### config.mk
export PLATFORM = sky130hd
export DESIGN_NAME = gdr_regs
export DESIGN_NICKNAME = d
export VERILOG_FILES = /design/src/gdr_pkg.sv /design/src/gdr_regs.sv
export VERILOG_INCLUDE_DIRS = /design/src
export SDC_FILE = /design/constraint.sdc
export NUM_CORES = 1
export LEC_CHECK = 0
export ABC_AREA = 0
export ABC_CLOCK_PERIOD_IN_PS = 3100
export BUFFER_PORTS_ARGS = -buffer_cell sky130_fd_sc_hd__buf_2
export CELL_PAD_IN_SITES_DETAIL_PLACEMENT = 0
export CELL_PAD_IN_SITES_GLOBAL_PLACEMENT = 1
export CORE_MARGIN = 5
export CORE_UTILIZATION = 36
export DETAILED_ROUTE_END_ITERATION = 7
export PLACE_DENSITY = 0.91
export RECOVER_POWER = 25
export SLEW_MARGIN = 30
export SYNTH_ARGS = -nofsm -noshare
export SYNTH_HDL_FRONTEND = slang
export SYNTH_SLANG_ARGS = --single-unit
### constraint.sdc
create_clock -name i_ref_clk -period 3.1 [get_ports i_ref_clk]
set_input_delay 0.155 -clock i_ref_clk [delete_from_list [all_inputs] [get_ports i_ref_clk]]
set_output_delay 0.155 -clock i_ref_clk [all_outputs]
set_load 0.1 [all_outputs]
### src/gdr_cfg.svh
/*
 register offsets, field positions, reset values and key codes for the gate
 driver control and status register bank. assumes inclusion by bare name.
*/
`ifndef GDR_CFG_SVH
`define GDR_CFG_SVH

`define GDR_ADDR_W 4
`define GDR_DATA_W 11
`define GDR_OFS_STATUS2 4'h1
`define GDR_OFS_CTRL 4'h2
`define GDR_OFS_HS 4'h3

`define GDR_BIT_SCOPE 10
`define GDR_BIT_UVDIS 9
`define GDR_BIT_GFDIS 8
`define GDR_BIT_OTREP 7
`define GDR_BIT_MODE_HI 6
`define GDR_BIT_MODE_LO 5
`define GDR_BIT_RECT 4
`define GDR_BIT_DIR 3
`define GDR_BIT_COAST 2
`define GDR_BIT_BRAKE 1
`define GDR_BIT_CLR 0

`define GDR_CTRL_RESET 11'h000
`define GDR_KEY_LOCK 3'h6
`define GDR_KEY_UNLOCK 3'h3
`define GDR_KEY_RESET 3'h3
`define GDR_CUR_RESET 4'hf
`define GDR_LOCKED_CTRL_MASK 11'h007

`endif

### src/gdr_pkg.sv
/*
 types for the gate driver register bank.
 assumes gdr_cfg.svh is on the include path.
*/
package gdr_pkg;
   typedef enum logic [1:0] {
      GDR_PWM_SIX = 2'h0,
      GDR_PWM_THREE = 2'h1,
      GDR_PWM_SINGLE = 2'h2,
      GDR_PWM_INDEP = 2'h3
   } gdr_pwm_mode_t;

   // raw fault events from the analog monitors, one cycle or level
   typedef struct packed {
      logic [2:0] shunt_oc;      // a, b, c
      logic overtemp_warning;
      logic charge_pump_uv;
      logic low_side_reg_uv;
      logic [5:0] gate_fault;    // ah, al, bh, bl, ch, cl
      logic [2:0] drain_source_oc; // per half-bridge a, b, c
   } gdr_fault_in_t;

   // settings steering the analog and pwm logic
   typedef struct packed {
      gdr_pwm_mode_t pwm_mode;
      logic single_input_rectification;
      logic single_input_direction;
      logic coast;
      logic brake;
      logic [3:0] high_side_source_current;
      logic [3:0] high_side_sink_current;
      logic [2:0] bridge_shutdown;   // a, b, c
   } gdr_drive_out_t;

   typedef struct packed {
      logic [10:0] status2;
      logic [10:0] ctrl;
      logic [2:0] key;
      logic locked;
      logic [3:0] src_cur;
      logic [3:0] snk_cur;
      logic [10:0] rdata;
   } gdr_state_t;
endpackage

### src/gdr_regs.sv
/*
 gate driver control and status register bank: second fault status word,
 driver control word and high-side drive word, with write lock.
 assumes fault inputs already synchronised to i_ref_clk by the analog wrapper
 and the direction/brake pins synchronised here.
*/
// Our own choice: strobed register access.
// Functional notes
// - shunt overcurrent a, b, c latch into status bits 10, 9, 8; reset zero
// - status bit 6 sets on charge pump or low-side regulator undervoltage
// - gate faults per mosfet in bits 5..0: ah, al, bh, bl, ch, cl
// - overcurrent shuts affected half-bridge, or all three when scope bit set
// - control bit 9 high suppresses gate supply undervoltage fault
// - control bit 8 high disables gate drive fault detection
// - overtemp warning bit 7 feeds fault summary only when control bit 7 set
// - bits 6-5 select pwm scheme: six, three, single, independent; reset six
// - single mode rectification: bit 4 low synchronous, high asynchronous
// - single mode direction is bit 3 or phase c high input
// - control bit 2 puts all gates in coast
// - control bit 1 turns on all low sides for braking
// - single mode brake is bit 1 or phase c low input
// - writing 1 to bit 0 clears latched faults; bit self-clears
// - key 110b locks; then only key and control bits 2-0 writable
// - non-lock key values have no locking effect while unlocked
// - key 011b unlocks; key resets to 011b
// - non-unlock key values have no unlocking effect while locked
// - fault summary is or of flags, mirrored active low on fault pin
`timescale 1ns/10ps
`include "gdr_cfg.svh"

module gdr_regs (
   input wire logic i_ref_clk,
   input wire logic i_rst,
   input wire logic [`GDR_ADDR_W-1:0] i_addr,
   input wire logic [31:0] i_wdata,
   input wire logic i_wr,
   input wire logic i_rd,
   output logic [31:0] o_rdata,
   input wire gdr_pkg::gdr_fault_in_t i_faults,
   input wire logic i_phase_c_high_input,
   input wire logic i_phase_c_low_input,
   output gdr_pkg::gdr_drive_out_t o_drive,
   output logic o_fault_summary,
   output logic o_fault_output_n
);
   import gdr_pkg::*;

   gdr_state_t r;
   gdr_state_t next_r;
   logic [1:0] dir_sync;
   logic [1:0] brk_sync;
   logic summary;
   logic [2:0] shut;
   logic single;

   // pins come from outside the clock domain
   always_ff @(posedge i_ref_clk) begin
      if (i_rst) begin
         dir_sync <= 2'h0;
         brk_sync <= 2'h0;
      end else begin
         dir_sync <= {dir_sync[0], i_phase_c_high_input};
         brk_sync <= {brk_sync[0], i_phase_c_low_input};
      end
   end

   function automatic logic is_wr(input logic [`GDR_ADDR_W-1:0] ofs);
      return i_wr && (i_addr == ofs);
   endfunction

   always_comb begin
      logic [10:0] ev;
      logic [10:0] mask;
      logic clr;
      next_r = r;
      ev = 11'h000;
      mask = 11'h7ff;
      clr = 1'b0;
      ev[10:8] = i_faults.shunt_oc;
      ev[7] = i_faults.overtemp_warning;
      ev[6] = (i_faults.charge_pump_uv | i_faults.low_side_reg_uv) & ~r.ctrl[`GDR_BIT_UVDIS];
      ev[5:0] = i_faults.gate_fault & {6{~r.ctrl[`GDR_BIT_GFDIS]}};
      next_r.ctrl[`GDR_BIT_CLR] = 1'b0;
      if (is_wr(`GDR_OFS_CTRL)) begin
         if (r.locked) begin
            mask = `GDR_LOCKED_CTRL_MASK;
         end
         next_r.ctrl = (r.ctrl & ~mask) | (i_wdata[10:0] & mask);
         clr = i_wdata[`GDR_BIT_CLR];
         next_r.ctrl[`GDR_BIT_CLR] = 1'b0;
      end
      if (is_wr(`GDR_OFS_HS)) begin
         if (!r.locked) begin
            next_r.src_cur = i_wdata[7:4];
            next_r.snk_cur = i_wdata[3:0];
            if (i_wdata[10:8] == `GDR_KEY_LOCK) begin
               next_r.key = `GDR_KEY_LOCK;
               next_r.locked = 1'b1;
            end
         end else if (i_wdata[10:8] == `GDR_KEY_UNLOCK) begin
            next_r.key = `GDR_KEY_UNLOCK;
            next_r.locked = 1'b0;
         end
      end
      // status word is read only; writes to it fall through
      // set wins over clear for events arriving with the clear
      next_r.status2 = (clr ? 11'h000 : r.status2) | ev;
      next_r.rdata = 11'h000;
      if (i_rd) begin
         unique case (i_addr)
            `GDR_OFS_STATUS2: next_r.rdata = r.status2;
            `GDR_OFS_CTRL: next_r.rdata = r.ctrl;
            `GDR_OFS_HS: next_r.rdata = {r.key, r.src_cur, r.snk_cur};
            default: next_r.rdata = 11'h000;
         endcase
      end
   end

   always_ff @(posedge i_ref_clk) begin
      if (i_rst) begin
         r.status2 <= 11'h000;
         r.ctrl <= `GDR_CTRL_RESET;
         r.key <= `GDR_KEY_RESET;
         r.locked <= 1'b0;
         r.src_cur <= `GDR_CUR_RESET;
         r.snk_cur <= `GDR_CUR_RESET;
         r.rdata <= 11'h000;
      end else begin
         r <= next_r;
      end
   end

   assign o_rdata = {21'h00_0000, r.rdata};

   // overtemp only counts toward summary when reporting enabled
   assign summary = (|r.status2[10:8]) | (|r.status2[6:0]) |
                    (r.status2[7] & r.ctrl[`GDR_BIT_OTREP]);
   assign o_fault_summary = summary;
   assign o_fault_output_n = ~summary;

   // shutdown follows raw overcurrent so the bridge drops without a register delay
   assign shut = (i_faults.shunt_oc | i_faults.drain_source_oc);
   assign single = (r.ctrl[6:5] == GDR_PWM_SINGLE);

   always_comb begin
      o_drive.pwm_mode = gdr_pwm_mode_t'(r.ctrl[6:5]);
      o_drive.single_input_rectification = r.ctrl[`GDR_BIT_RECT];
      o_drive.single_input_direction = r.ctrl[`GDR_BIT_DIR] | (single & dir_sync[1]);
      o_drive.coast = r.ctrl[`GDR_BIT_COAST];
      o_drive.brake = r.ctrl[`GDR_BIT_BRAKE] | (single & brk_sync[1]);
      o_drive.high_side_source_current = r.src_cur;
      o_drive.high_side_sink_current = r.snk_cur;
      o_drive.bridge_shutdown = r.ctrl[`GDR_BIT_SCOPE] ? {3{|shut}} : shut;
   end
endmodule

After elaboration in Yosys (flattened, before gate mapping)
Cells that the tools add are included.
{"block": "op_classes", "n_eq_ne": 7, "muxes": 9, "bitwise": 21, "n_reduce_logical": 9}
{"operator": "11-bit two-way mux", "count": 3}
{"operator": "11-bit case mux with 3 select lines", "count": 1}
{"operator": "11-bit AND", "count": 2}
{"operator": "11-bit bitwise OR", "count": 2}
{"operator": "4-bit two-way mux", "count": 3}
{"operator": "11-bit NOT", "count": 1}
{"operator": "4-bit by 2-bit == test with 1-bit output, second input constant", "count": 2}
{"operator": "7-bit OR reduction", "count": 1}
{"operator": "6-bit AND", "count": 1}
{"operator": "3-bit OR reduction", "count": 2}
{"operator": "1-bit NOT", "count": 5}
{"operator": "1-bit bitwise OR", "count": 5}
{"operator": "1-bit AND", "count": 4}
{"operator": "4-bit by 1-bit == test with 1-bit output, second input constant", "count": 1}
{"operator": "3-bit by 2-bit == test with 1-bit output, second input constant", "count": 1}
{"operator": "3-bit == test, second input constant", "count": 1}
{"operator": "3-bit two-way mux", "count": 1}
{"operator": "3-bit bitwise OR", "count": 1}
{"operator": "3-bit AND reduction", "count": 1}
{"operator": "2-bit == test, second input constant", "count": 1}
{"operator": "1-bit logical AND", "count": 2}
{"operator": "2-bit by 1-bit != test with 1-bit output, second input constant", "count": 1}
{"operator": "2-bit AND reduction", "count": 1}
{"operator": "2-bit nonzero test", "count": 1}
{"operator": "other kinds (2)", "count": 2}
{"block": "word_totals", "regBits": 49, "in_bits": 57, "output_inout_bits": 51, "elab_cells": 56}

Depth between registers and ports, before layout
{"block": "depth", "ltp_word": 6, "mapped_depth": 6, "ltp_nobuf": 3}

Worst setup path after synthesis
No wires, ideal clock.
{"block": "synth_timing", "path_kind": "register to output", "start": "register with a tool-made name", "end": "output port o_drive[0] in the netlist's numbering", "arrival_time_ps": 2517, "required_time_ps": 2945, "path_slack_ps": 428, "stages_incl_launch_ff": 3, "path_buffers": 0, "cell_sequence": "dfxtp_1 inv_1 o21ai_0"}
{"item": "to (decl)", "line": "gdr_regs.sv:42", "text": "output gdr_pkg::gdr_drive_out_t o_drive,"}

==> results by stage <==
Synthesis:
- The synthesized-area fraction occupied by xor and xnor cells is 0.
- Averaged over all synthesized cells, the footprint is 9.06 µm².
- The synthesized netlist contains 42 unique library cells.
- The fraction of the mapped netlist area in adder cells is 0.
- The number of warning messages in the yosys log is 0.
- After synthesis the cells add up to 2390 µm².
- The share of the synthesized area in compound gates (AO/OA/AOI/OAI) came to 0.148.
- Of the post-synthesis cell area, the part taken by muxes is 0.0848.
- Of the synthesized area, sequential elements account for 0.402.
- Counting every instance in the synthesized netlist gives 264.
- After synthesis, the largest family of logic cells by area is buffers and inverters.
- The number of flip-flops and latches in the synthesized netlist is 48.
- The fraction of the mapped netlist area in simple logic gates is 0.179.

Detailed routing:
- Using the TritonRoute via totals, the vias-per-cell ratio works out to 4.99.
- The residual antenna-violating net count after detailed routing is 0.
- The residual DRC count is 0.
- The total number of vias is 1885.
- Dividing the detail-routed wire length by the instance count gives 15.2 µm.
- The total length of routed wires is 5730 µm.
- The detailed-routing iteration count for the pre-antenna-repair pass is 4.
- The count of routing violations after the opening detailed-route iteration is 132.

Clock tree:
- The quantity of hold-fixing buffers added after cts is 0.
- The TritonCTS sink count is 48.
- The clock slew at the register clock pins of the worst setup and hold paths is 0.09 ns.
- The H-tree generated during clock tree synthesis spans 2 levels.
- Counting along the longest clock path gives a buffer depth of 2.
- TritonCTS built the clock tree.
- In this run, CTS created clock tree buffers numbering 5.
- In this run the clock root is driven by a sky130_fd_sc_hd__clkbuf_8.
- Clock latency on the worst-skew pair, taken at its later pin, is 0.31 ns.
- In this run the post-CTS setup repair buffer count came out at 0.
- The number of gates resized after CTS was 0.

Timing:
- The max-slew violation count is 0.
- Setup repair after global routing left no endpoint under its margin.
- The number of hold violations in the final report is 0.
- Derived from the worst setup path, the maximum achievable clock frequency is 0.484 GHz.
- The time the final worst path needs with I/O delays and setup is 2.07 ns.
- Final hold analysis gives a worst-case slack of 0.0445 ns.
- In this run the tightest slew margin relative to its limit is 0.220.
- Setup violations remaining at the end of the flow were counted as 0.
- Dividing the final minimum period by the clock period gives 0.667.
- The actual transition at the worst max-transition pin is 1.17 ns.
- In the final timing run, aggregate negative setup slack is 0 ns.
- The final clock skew is 0.00502 ns.

Power:
- The total power density per cell area is 535 nW/µm².
- Across the VDD grid, the largest voltage drop is 0.000216 V.
- The total power consumption of the routed design is 1400 µW.
- The leakage power is 0.00112 µW.

Final layout:
- The area added between synthesis and finish is 9.37%.
- The number of nets at the end of the flow is 357.
- The final antenna diode count is 0.
- Once layout is complete, the utilization of the core stands at 0.407.
- The leading cell type in the layout, fill and taps excluded is sky130_fd_sc_hd__buf_2.
- The library cells used most frequently in the layout, excluding fill and tap cells, are sky130_fd_sc_hd__buf_2, sky130_fd_sc_hd__dfxtp_1, sky130_fd_sc_hd__nand2_1.
- In the final layout, the share of cells above drive strength 1 is 0.266.

Setup path:
- Of all nets on the critical path, the largest fanout is 16.
- STA puts the critical path data required time at 3.34 ns.
- The element type at the critical path end is a flop.
- Data arrives at the worst endpoint at 2.31 ns.
- The delay of the slowest cell on the worst path is 0.63 ns.
- The worst setup path is launched from a primary input.
- The classification of the worst setup path is primary input to flop.
- Among all stages on the critical path, the largest delay is contributed by sky130_fd_sc_hd__clkbuf_1.
- Walking the worst path, the cells encountered are clkbuf_1 -> and3b_1 -> nor4b_2 -> buf_4 -> mux2i_1.

Floorplan:
- The die area is 8370 µm².
- The floorplan step set the die height to 91.5 µm.
- The die is 91.5 µm wide.
- The row count is 29.
- The core box area is 6420 µm².
- For this configuration, the core starts out at a cell density of 0.372.
- The top-level I/O count is 108.

Placed design:
- Input and output buffers added on the ports amount to 65.
- The routability-driven placement congestion ratio is 0.851.
- The post-DP HPWL is 4280 µm.

Global route:
- The total overflow left after global routing is 0.
- The via count of the first global-routing pass came to 1829.
- The number of antenna violations at the first check in global routing is 1.
- Across every metal layer, demand over resource in global routing totals 0.139.
- The first global-routing pass estimated 9270 µm of wire.
- Entering global routing, the biggest net connects 33 pins.

Min path:
- The type of the most critical hold path is primary input to flop.

Flow run:
- Across the run, the number of max-cap violations was 0.

Status:
- The run finished with clean final reports.
[per-layer routing]
metal	global-route usage	share of wire	up-vias	wire length, µm
met5	0	0.0012	-	7
met1	0.179	0.45	878	2560
met4	0.0452	0.013	2	74
met2	0.222	0.47	68	2670
met3	0.0413	0.073	9	421
li1	-	-	928	-
[metrics by stage]
step                      instances  setup slack, ns  cell area [µm²]
after detailed placement        370             1.15             2520
after floorplan                 284            0.428             2470
after global placement          370             1.19             2520
final                           378             1.03             2620
after global routing            378            0.890             2620
after CTS                       378             1.27             2630
[report_power, final]
part           total (µW)  internal [µW]  leakage [µW]  switching (µW)
combinational         292           59.4      0.000673             232
clock                 451            240     0.0000552             211
sequential            656            638      0.000393            17.5
total                1400            937       0.00112             461
[worst paths after layout]
| path | startpoint | to | slack [ns] | cells past startpoint |
|---|---|---|---|---|
| setup / recovery | i_addr[1] | flop | 1.03 | 5 |
| hold / removal | i_faults[11] | r[41]$_SDFF_PP0_ | 0.04 | 2 |
| setup reg to reg | r[19]$_SDFFE_PP0P_ | o_drive[8]$_SDFFE_PP1P_ | 1.47 | 3 |
| hold reg to reg | r[21]$_SDFFE_PP1P_ | r[21]$_SDFFE_PP1P_ | 0.45 | 2 |
[area by class of cell]
type / count / area (µm²)
Tap cell: 77 / 96.3
Sequential cell: 48 / 961
Fill cell: 637 / 3810
Clock inverter: 2 / 35.0
Timing Repair Buffer: 69 / 338
Inverter: 11 / 41.3
Clock buffer: 6 / 72.6
Multi-Input combinational cell: 165 / 1070
[logic make-up (layout without fill, tap and decap cells)]
| group | after synthesis | count (layout) |
|---|---|---|
| and+or+nand+nor | 81 | 81 |
| buffers and inverters | 71 | 88 |
| DFF | 48 | 48 |
| AOI/OAI and AO/OA | 44 | 44 |
| muxes | 19 | 19 |
| other | 1 | 21 |
[critical path: cells and delay by family]
kind / cells / cell delay (ns)
mux: 1 / 0.19
buf+inv: 2 / 0.90
simple gates: 2 / 1.05
[cells in the mapped netlist]
cell | number | area [µm²]
sky130_fd_sc_hd__dfxtp_1 | 48 | 961
sky130_fd_sc_hd__buf_4 | 44 | 330
sky130_fd_sc_hd__nand2_1 | 32 | 120
sky130_fd_sc_hd__nor2_1 | 14 | 52.6
sky130_fd_sc_hd__inv_1 | 11 | 41.3
sky130_fd_sc_hd__a22oi_1 | 10 | 75.1
sky130_fd_sc_hd__mux2_2 | 10 | 113
sky130_fd_sc_hd__a211o_1 | 9 | 78.8
sky130_fd_sc_hd__and3_1 | 9 | 56.3
sky130_fd_sc_hd__mux2i_1 | 9 | 90.1
sky130_fd_sc_hd__clkbuf_1 | 8 | 30.0
sky130_fd_sc_hd__buf_2 | 7 | 35.0
sky130_fd_sc_hd__o32ai_1 | 7 | 61.3
sky130_fd_sc_hd__nor2b_1 | 6 | 37.5
sky130_fd_sc_hd__nor4_1 | 4 | 25.0
sky130_fd_sc_hd__o2bb2ai_1 | 4 | 35.0
sky130_fd_sc_hd__nand4_1 | 3 | 18.8
sky130_fd_sc_hd__a21oi_1 | 2 | 10.0
sky130_fd_sc_hd__a31o_2 | 2 | 17.5
sky130_fd_sc_hd__o31a_1 | 2 | 17.5
sky130_fd_sc_hd__o41ai_1 | 2 | 17.5
sky130_fd_sc_hd__a211oi_1 | 1 | 7.51
sky130_fd_sc_hd__a21o_1 | 1 | 7.51
sky130_fd_sc_hd__a31oi_1 | 1 | 6.26
sky130_fd_sc_hd__and2b_2 | 1 | 8.76
sky130_fd_sc_hd__and3b_1 | 1 | 8.76
sky130_fd_sc_hd__and4b_1 | 1 | 10.0
sky130_fd_sc_hd__and4bb_1 | 1 | 12.5
sky130_fd_sc_hd__and4bb_2 | 1 | 12.5
sky130_fd_sc_hd__buf_1 | 1 | 3.75
sky130_fd_sc_hd__conb_1 | 1 | 3.75
sky130_fd_sc_hd__nand2b_1 | 1 | 6.26
sky130_fd_sc_hd__nand3_1 | 1 | 5.00
sky130_fd_sc_hd__nand4b_1 | 1 | 8.76
sky130_fd_sc_hd__nor3b_1 | 1 | 7.51
sky130_fd_sc_hd__nor3b_2 | 1 | 12.5
sky130_fd_sc_hd__nor4b_1 | 1 | 8.76
sky130_fd_sc_hd__o2111ai_1 | 1 | 8.76
sky130_fd_sc_hd__o21ai_0 | 1 | 5.00
sky130_fd_sc_hd__o22ai_1 | 1 | 6.26
sky130_fd_sc_hd__or2b_1 | 1 | 7.51
sky130_fd_sc_hd__or4b_1 | 1 | 10.0
Power figures use the tool's default switching activity.
